[src/shared/mns_defines.svh]
`ifndef MNS_DEFINES_SVH
`define MNS_DEFINES_SVH

// opcode decode masks and patterns
`define MNS_MASK_LIT        16'hFF00
`define MNS_PAT_MUL_LIT     16'h0D00
`define MNS_MASK_FILE       16'hFE00
`define MNS_PAT_MUL_FILE    16'h0200
`define MNS_PAT_NEGATE      16'h6C00
`define MNS_PAT_STORE       16'h6E00
`define MNS_ACCESS_BIT      8

// file operand addressing
`define MNS_INDEXED_LIMIT   8'h5F
`define MNS_ACCESS_SPLIT    8'h60
`define MNS_ACCESS_HI_BANK  4'hF
`define MNS_ACCESS_LO_BANK  4'h0

// flag vector bit positions
`define MNS_FLAG_C          0
`define MNS_FLAG_DC         1
`define MNS_FLAG_Z          2
`define MNS_FLAG_OV         3
`define MNS_FLAG_N          4

// reset values
`define MNS_PROD_RESET      8'h00
`define MNS_ADDR_RESET      12'h000
`define MNS_FLAGS_RESET     5'h00

`endif

[src/shared/mns_pkg.sv]
package mns_pkg;

	typedef enum logic [2:0] {
		MNS_OP_NONE,
		MNS_OP_STORE,
		MNS_OP_MUL_LIT,
		MNS_OP_MUL_FILE,
		MNS_OP_NEGATE
	} mns_op_type;

	typedef enum logic [2:0] {
		MNS_ST_IDLE,
		MNS_ST_Q1,
		MNS_ST_Q2,
		MNS_ST_Q3,
		MNS_ST_Q4
	} mns_state_type;

endpackage

[src/hdl/mns_addr_gen.sv]
`timescale 1ns/1ns
`include "mns_defines.svh"

// combinational file operand address former
module mns_addr_gen #(
	parameter int BANK_W = 4
) (
	input  wire logic [7:0]        i_file_offset,
	input  wire logic              i_access_sel,
	input  wire logic              i_ext_en,
	input  wire logic [BANK_W-1:0] i_bank_select_pointer,
	input  wire logic [11:0]       i_index_base,
	output logic      [11:0]       o_addr,
	output logic                   o_indexed
);

	always_comb begin
		o_indexed = 1'b0;
		if (i_access_sel) begin
			o_addr = {i_bank_select_pointer, i_file_offset};
		end else if (i_ext_en && (i_file_offset <= `MNS_INDEXED_LIMIT)) begin
			o_indexed = 1'b1;
			o_addr    = i_index_base + {4'h0, i_file_offset};
		end else if (i_file_offset < `MNS_ACCESS_SPLIT) begin
			o_addr = {`MNS_ACCESS_LO_BANK, i_file_offset};
		end else begin
			// access bank upper part maps onto special registers
			o_addr = {`MNS_ACCESS_HI_BANK, i_file_offset};
		end
	end

endmodule // mns_addr_gen

[src/hdl/mns_exec.sv]
`timescale 1ns/1ns
`include "mns_defines.svh"

// Summary of operation
// - extended set, a=0, f<=5Fh uses indexed mode
// - literal multiply, 16-bit product, accumulator kept
// - file multiply into product pair, sources kept
// - multiplies never touch status flags
// - negate file register, update N OV C DC Z
// - a=0 access bank, a=1 bank pointer
module mns_exec #(
	parameter int BANK_W = 4
) (
	input  wire logic              i_mclk,
	input  wire logic              i_resetn,
	input  wire logic              i_start,
	input  wire logic [15:0]       i_opcode,
	input  wire logic [7:0]        i_accumulator,
	input  wire logic [BANK_W-1:0] i_bank_select_pointer,
	input  wire logic              i_ext_en,
	input  wire logic [11:0]       i_index_base,
	input  wire logic [7:0]        i_mem_rdata,
	output logic      [11:0]       o_mem_addr,
	output logic                   o_mem_rd,
	output logic                   o_mem_wr,
	output logic      [7:0]        o_mem_wdata,
	output logic      [7:0]        o_product_high_byte,
	output logic      [7:0]        o_product_low_byte,
	output logic                   o_flags_we,
	output logic      [4:0]        o_flags,
	output logic                   o_indexed,
	output logic                   o_busy,
	output logic                   o_done,
	output logic                   o_unknown_op
);

	////////////////////////////////////////////////////////////////////////////
	// decode

	function automatic mns_pkg::mns_op_type decode_op(input logic [15:0] op);
		if ((op & `MNS_MASK_LIT) == `MNS_PAT_MUL_LIT)
			return mns_pkg::MNS_OP_MUL_LIT;
		else if ((op & `MNS_MASK_FILE) == `MNS_PAT_MUL_FILE)
			return mns_pkg::MNS_OP_MUL_FILE;
		else if ((op & `MNS_MASK_FILE) == `MNS_PAT_NEGATE)
			return mns_pkg::MNS_OP_NEGATE;
		else if ((op & `MNS_MASK_FILE) == `MNS_PAT_STORE)
			return mns_pkg::MNS_OP_STORE;
		else
			return mns_pkg::MNS_OP_NONE;
	endfunction

	// carry out of the low n bits of (~x + 1) is set only when those bits are zero
	function automatic logic neg_carry(input logic [7:0] x, input int unsigned n);
		logic c;
		c = 1'b1;
		for (int i = 0; i < 8; i++) begin
			if (i < n && x[i])
				c = 1'b0;
		end
		return c;
	endfunction

	mns_pkg::mns_state_type state_q;
	mns_pkg::mns_state_type state_d;
	mns_pkg::mns_op_type    op_q;
	mns_pkg::mns_op_type    op_d;
	logic [7:0]             lit_q;
	logic [7:0]             lit_d;
	logic [7:0]             acc_q;
	logic [7:0]             acc_d;
	logic [7:0]             opnd_q;
	logic [7:0]             opnd_d;
	logic [11:0]            addr_q;
	logic [11:0]            addr_d;
	logic                   access_q;
	logic                   access_d;
	logic                   rd_q;
	logic                   rd_d;
	logic                   wr_q;
	logic                   wr_d;
	logic [7:0]             wdata_q;
	logic [7:0]             wdata_d;
	logic [7:0]             prod_hi_q;
	logic [7:0]             prod_hi_d;
	logic [7:0]             prod_lo_q;
	logic [7:0]             prod_lo_d;
	logic                   flags_we_q;
	logic                   flags_we_d;
	logic [4:0]             flags_q;
	logic [4:0]             flags_d;
	logic                   idx_q;
	logic                   idx_d;
	logic                   busy_q;
	logic                   busy_d;
	logic                   done_q;
	logic                   done_d;
	logic                   unk_q;
	logic                   unk_d;
	logic [11:0]            gen_addr;
	logic                   gen_idx;
	logic [15:0]            product;
	logic [7:0]             neg_val;

	mns_addr_gen #(
		.BANK_W(BANK_W)
	) u_addr (
		.i_file_offset         (lit_q),
		.i_access_sel          (access_q),
		.i_ext_en              (i_ext_en),
		.i_bank_select_pointer (i_bank_select_pointer),
		.i_index_base          (i_index_base),
		.o_addr                (gen_addr),
		.o_indexed             (gen_idx)
	);

	// each multiply has its own unsigned multiplier, op_q picks which product is used
	assign product = (op_q == mns_pkg::MNS_OP_MUL_LIT) ? (acc_q * lit_q) : (acc_q * opnd_q);
	assign neg_val = 8'(~opnd_q + 8'h01);

	////////////////////////////////////////////////////////////////////////////
	// quarter sequencer and datapath

	always_comb begin
		state_d    = state_q;
		op_d       = op_q;
		lit_d      = lit_q;
		acc_d      = acc_q;
		opnd_d     = opnd_q;
		addr_d     = addr_q;
		access_d   = access_q;
		rd_d       = 1'b0;
		wr_d       = 1'b0;
		wdata_d    = wdata_q;
		prod_hi_d  = prod_hi_q;
		prod_lo_d  = prod_lo_q;
		flags_we_d = 1'b0;
		flags_d    = flags_q;
		idx_d      = idx_q;
		busy_d     = busy_q;
		done_d     = 1'b0;
		unk_d      = 1'b0;
		case (state_q)
			mns_pkg::MNS_ST_IDLE: begin
				if (i_start) begin
					op_d     = decode_op(i_opcode);
					lit_d    = i_opcode[7:0];
					access_d = i_opcode[`MNS_ACCESS_BIT];
					acc_d    = i_accumulator;
					busy_d   = 1'b1;
					state_d  = mns_pkg::MNS_ST_Q1;
				end
			end
			mns_pkg::MNS_ST_Q1: begin
				if (op_q == mns_pkg::MNS_OP_NONE) begin
					// unknown words finish at once so the decoder is never stuck
					unk_d   = 1'b1;
					done_d  = 1'b1;
					busy_d  = 1'b0;
					state_d = mns_pkg::MNS_ST_IDLE;
				end else begin
					if (op_q != mns_pkg::MNS_OP_MUL_LIT) begin
						addr_d = gen_addr;
						idx_d  = gen_idx;
					end else begin
						idx_d  = 1'b0;
					end
					rd_d    = (op_q == mns_pkg::MNS_OP_MUL_FILE) || (op_q == mns_pkg::MNS_OP_NEGATE);
					state_d = mns_pkg::MNS_ST_Q2;
				end
			end
			mns_pkg::MNS_ST_Q2: begin
				if (rd_q)
					opnd_d = i_mem_rdata;
				state_d = mns_pkg::MNS_ST_Q3;
			end
			// process quarter, results land with Q4
			mns_pkg::MNS_ST_Q3: begin
				case (op_q)
					mns_pkg::MNS_OP_MUL_LIT,
					mns_pkg::MNS_OP_MUL_FILE: begin
						prod_hi_d = product[15:8];
						prod_lo_d = product[7:0];
					end
					mns_pkg::MNS_OP_NEGATE: begin
						wr_d       = 1'b1;
						wdata_d    = neg_val;
						flags_we_d = 1'b1;
						flags_d[`MNS_FLAG_N]  = neg_val[7];
						flags_d[`MNS_FLAG_Z]  = (neg_val == 8'h00);
						flags_d[`MNS_FLAG_OV] = (opnd_q == 8'h80);
						flags_d[`MNS_FLAG_C]  = neg_carry(opnd_q, 8);
						flags_d[`MNS_FLAG_DC] = neg_carry(opnd_q, 4);
					end
					mns_pkg::MNS_OP_STORE: begin
						wr_d    = 1'b1;
						wdata_d = acc_q;
					end
					default: begin
						wr_d = 1'b0;
					end
				endcase
				done_d  = 1'b1;
				state_d = mns_pkg::MNS_ST_Q4;
			end
			mns_pkg::MNS_ST_Q4: begin
				busy_d  = 1'b0;
				state_d = mns_pkg::MNS_ST_IDLE;
			end
			default: begin
				busy_d  = 1'b0;
				state_d = mns_pkg::MNS_ST_IDLE;
			end
		endcase
	end

	always_ff @(posedge i_mclk or negedge i_resetn) begin
		if (!i_resetn) begin
			state_q    <= mns_pkg::MNS_ST_IDLE;
			op_q       <= mns_pkg::MNS_OP_NONE;
			lit_q      <= 8'h00;
			acc_q      <= 8'h00;
			opnd_q     <= 8'h00;
			addr_q     <= `MNS_ADDR_RESET;
			access_q   <= 1'b0;
			rd_q       <= 1'b0;
			wr_q       <= 1'b0;
			wdata_q    <= 8'h00;
			prod_hi_q  <= `MNS_PROD_RESET;
			prod_lo_q  <= `MNS_PROD_RESET;
			flags_we_q <= 1'b0;
			flags_q    <= `MNS_FLAGS_RESET;
			idx_q      <= 1'b0;
			busy_q     <= 1'b0;
			done_q     <= 1'b0;
			unk_q      <= 1'b0;
		end else begin
			state_q    <= state_d;
			op_q       <= op_d;
			lit_q      <= lit_d;
			acc_q      <= acc_d;
			opnd_q     <= opnd_d;
			addr_q     <= addr_d;
			access_q   <= access_d;
			rd_q       <= rd_d;
			wr_q       <= wr_d;
			wdata_q    <= wdata_d;
			prod_hi_q  <= prod_hi_d;
			prod_lo_q  <= prod_lo_d;
			flags_we_q <= flags_we_d;
			flags_q    <= flags_d;
			idx_q      <= idx_d;
			busy_q     <= busy_d;
			done_q     <= done_d;
			unk_q      <= unk_d;
		end
	end

	////////////////////////////////////////////////////////////////////////////
	// outputs

	assign o_mem_addr          = addr_q;
	assign o_mem_rd            = rd_q;
	assign o_mem_wr            = wr_q;
	assign o_mem_wdata         = wdata_q;
	assign o_product_high_byte = prod_hi_q;
	assign o_product_low_byte  = prod_lo_q;
	assign o_flags_we          = flags_we_q;
	assign o_flags             = flags_q;
	assign o_indexed           = idx_q;
	assign o_busy              = busy_q;
	assign o_done              = done_q;
	assign o_unknown_op        = unk_q;

endmodule // mns_exec

[config.mk]
export PLATFORM = sky130hd
export DESIGN_NAME = mns_exec
export DESIGN_NICKNAME = d
export VERILOG_FILES = /design/src/shared/mns_pkg.sv /design/src/hdl/mns_addr_gen.sv /design/src/hdl/mns_exec.sv
export VERILOG_INCLUDE_DIRS = /design/src /design/src/shared
export SDC_FILE = /design/constraint.sdc
export NUM_CORES = 1
export LEC_CHECK = 0
export ABC_CLOCK_PERIOD_IN_PS = 4610
export BUFFER_PORTS_ARGS = -buffer_cell sky130_fd_sc_hd__buf_2
export CORE_MARGIN = 2
export CORE_UTILIZATION = 40
export DETAILED_ROUTE_END_ITERATION = 16
export SYNTH_ARGS = -nofsm -noshare
export SYNTH_HDL_FRONTEND = slang
export SYNTH_SLANG_ARGS = --single-unit
[constraint.sdc]
create_clock -name i_mclk -period 4.61 [get_ports i_mclk]
set_input_delay 1.1525 -clock i_mclk [delete_from_list [all_inputs] [get_ports i_mclk]]
set_output_delay 1.1525 -clock i_mclk [all_outputs]
set_load 0.005 [all_outputs]
==> metrics <==
CP Launch Type flip-flop; CP Capture Type flip-flop; Yosys reg bits 79; DP HPWL 15.9 mm; Die Ht 146 microns; maximum clock frequency 223 MHz; Slew Limit Fails 0; EDFF count, synth 0; Avg Synthesized Cell Area 9.17 sq um; fin crit share 97.1%; design area 0.00963 sq mm; top cell type by total area after synthesis dfrtp_1; post-synthesis cell count 883; Num CTS Buffers 9; Layout Skew 0.0148 ns; Row Count 52; clk sink count 79; Worst setup startpoint acc_q[7]$_DFFE_PN0P_; first drt pass iteration count 4; vias 6525; Hold Buf Count CTS 0; worst min path class flip-flop to flip-flop; Cells on Worst Hold Path 2; Async S/R FF share, synth 100%; Clock transition at path regs 0.07 ns; post-place instance area 0.00914 sq mm; Worst slew margin 29.8%; Primary FF master, synth dfrtp_1; R2R Path End o_product_high_byte[6]$_DFFE_PN0P_; WP data arrival 4.70 ns; root buf cell clkbuf_16; Worst Tran Pin Value 1.05 ns; Layout area overhead 19.0%; WP data required 4.83 ns; initial antenna violation count 0; max-cap violations 0; r2r setup slk 0.13 ns; maximum buffer depth of the clock tree 2; via/cell ratio between 5 and 6; count leader, synth inv_1; top post-synthesis cells by area dfrtp_1 24%, fa_1 18%, ha_1 13%; GP Congestion 0.857; vias in the first global route 6552; final hold viol count 0; # setup viols final 0; Synth top area share roughly a quarter; placeable core region between 0.02 and 0.025 sq mm; Initial Utilization 40.4%; H-tree depth 3; outcome finished, final reports clean; Wirelength per Cell 15.4 microns; I/O pin count 100; layout filler cell count roughly 2000; Synth Warn # 0; Post-Syn Area 0.00809 sq mm; layout cells sized above 1 22.5%; CTS tree done; hold_ws between 0.4 and 0.5 ns; I/O Buffers 99; Layout Nets 1218; clock latency on the worst-skew pair ~0.35 ns; largest net degree at the start of global routing between 50 and 60; Initial DRC Count 289; gr usage total 18.6%; critical hold path startpoint o_mem_addr[6]$_DFFE_PN0P_; r2r startpoint acc_q[7]$_DFFE_PN0P_; post-route ant nets 0; Hold Path End o_mem_addr[6]$_DFFE_PN0P_; total wire length 19.8 mm; die width ~150 microns; Synth cell types 63; Net Count, Synth 1090; n_diodes 0; most instantiated cells after synthesis 111 x inv_1, 103 x and2_1, 82 x ha_1, 82 x nand2_1, 79 x dfrtp_1; first-pass GRT wire length 32.0 mm; Die ar. 0.0214 sq mm; Max Fanout on Critical Path 5; post-layout min period approximately 4.5 ns; path depth of the worst reg2reg path 14; residual DRC count 0; critical path class flip-flop to flip-flop; register area share after synthesis 24.4%; gr ovfl total 0
[flip-flops by register name (all words and copies together), names as in the netlist, 3 cells and up]
name	flops
o_flags	5
state_q	3
op_q	3
o_mem_wdata	8
o_product_low_byte	8
opnd_q	8
lit_q	8
o_mem_addr	12
acc_q	8
o_product_high_byte	8
[cells in the final DEF (no fill, tap or decap), types with 3 or more instances in the layout]
cell       synthesis  final
or3_1              7      7
o22ai_1            6      6
ha_1              82     77
clkbuf_16          0      9
nor2_1            40     38
mux2i_1            7      7
dfrtp_2            0     11
a21o_1             5      5
o21a_1             6      6
inv_1            111    111
xor2_1            14     14
ha_4               0      3
dfrtp_1           79     68
nor3b_1            4      3
nor3_1            10      8
xnor2_1           17     16
buf_4              0     52
a211oi_1           7      6
and2_1           103    101
nand3_1            8      8
mux2_2            23     23
nand2_1           82     82
nand4_1            4      4
o21ai_1            3      6
a21oi_1           41     39
nand3b_1           3      3
o21bai_1           3      3
fa_1              73     72
nor2b_1            9      9
o311ai_1           3      4
buf_2              5     99
o21ai_0           51     48
[stage by stage]
stage | setup TNS (ns) | setup slack (ns) | std cells | utilization [%]
2_1_floorplan | 0 | 0.128 | 883 | -
3_3_place_gp | 0 | 0.0106 | 1262 | 45.6
3_5_place_dp | -0.0258 | -0.0173 | 1262 | 45.6
4_1_cts | 0 | 0.000735 | 1278 | 47.1
5_1_grt | -0.000114 | -0.000114 | 1286 | 48.1
6_report | 0 | 0.133 | 1286 | 48.1
[area by class of cell]
cell class                 instances  area [sq um]  area share [%]
tap                              270           338            3.51
timing repair buffer             153           917            9.52
multi-input combinational        656          5670            58.9
clock inverter                     6          52.6           0.546
inverter                         112           422            4.38
sequential                        79          1990            20.7
clock buffer                      10           239            2.48
[routing by layer]
layer	global-route usage, %	share of wire, %
met1	24.5	46
met2	32.0	50
met3	2.38	2.5
met4	5.58	2.0
met5	0	0
[worst max path at each step]
stage / to / cells past startpoint
after floorplan: o_product_high_byte[6]$_DFFE_PN0P_ / 15
after global placement: o_product_high_byte[5]$_DFFE_PN0P_ / 15
after detailed placement: o_product_high_byte[5]$_DFFE_PN0P_ / 15
after CTS: o_product_high_byte[7]$_DFFE_PN0P_ / 17
after global routing: o_product_high_byte[5]$_DFFE_PN0P_ / 15
final: o_product_high_byte[6]$_DFFE_PN0P_ / 14
[timing repair]
item,in CTS,in global routing
setup buffers,0,8
gates cloned,0,0
pin swaps,1,23
setup endpoints to repair,4,7
gates resized for setup,6,35
[cells by family (layout without fill, tap and decap cells)]
| family | count (synthesis) | count (layout) | synth area share (%) |
|---|---|---|---|
| and+or+nand+nor | 286 | 286 | 18.6 |
| adders and majority gates | 155 | 155 | 30.7 |
| AOI/OAI and AO/OA | 154 | 154 | 11.8 |
| buffers and inverters | 148 | 281 | 7.05 |
| DFF | 79 | 79 | 24.4 |
| xor gates and xnor gates | 31 | 31 | 3.35 |
| muxes | 30 | 30 | 4.07 |
[worst max-delay path, cell delays in order, from the launching register on]
cell	delay, ns
dfrtp_1	0.45
and2_4	0.19
fa_1	0.50
fa_1	0.51
fa_1	0.49
inv_1	0.05
fa_1	0.54
inv_1	0.07
ha_4	0.26
o21ai_1	0.27
nor2_4	0.09
a221o_1	0.31
or3_1	0.31
a32oi_1	0.21
o21ai_1	0.10
Power is left out: the tool's default activity adds up to more than one toggle a clock period on the data nets, which glitch-free logic cannot reach.
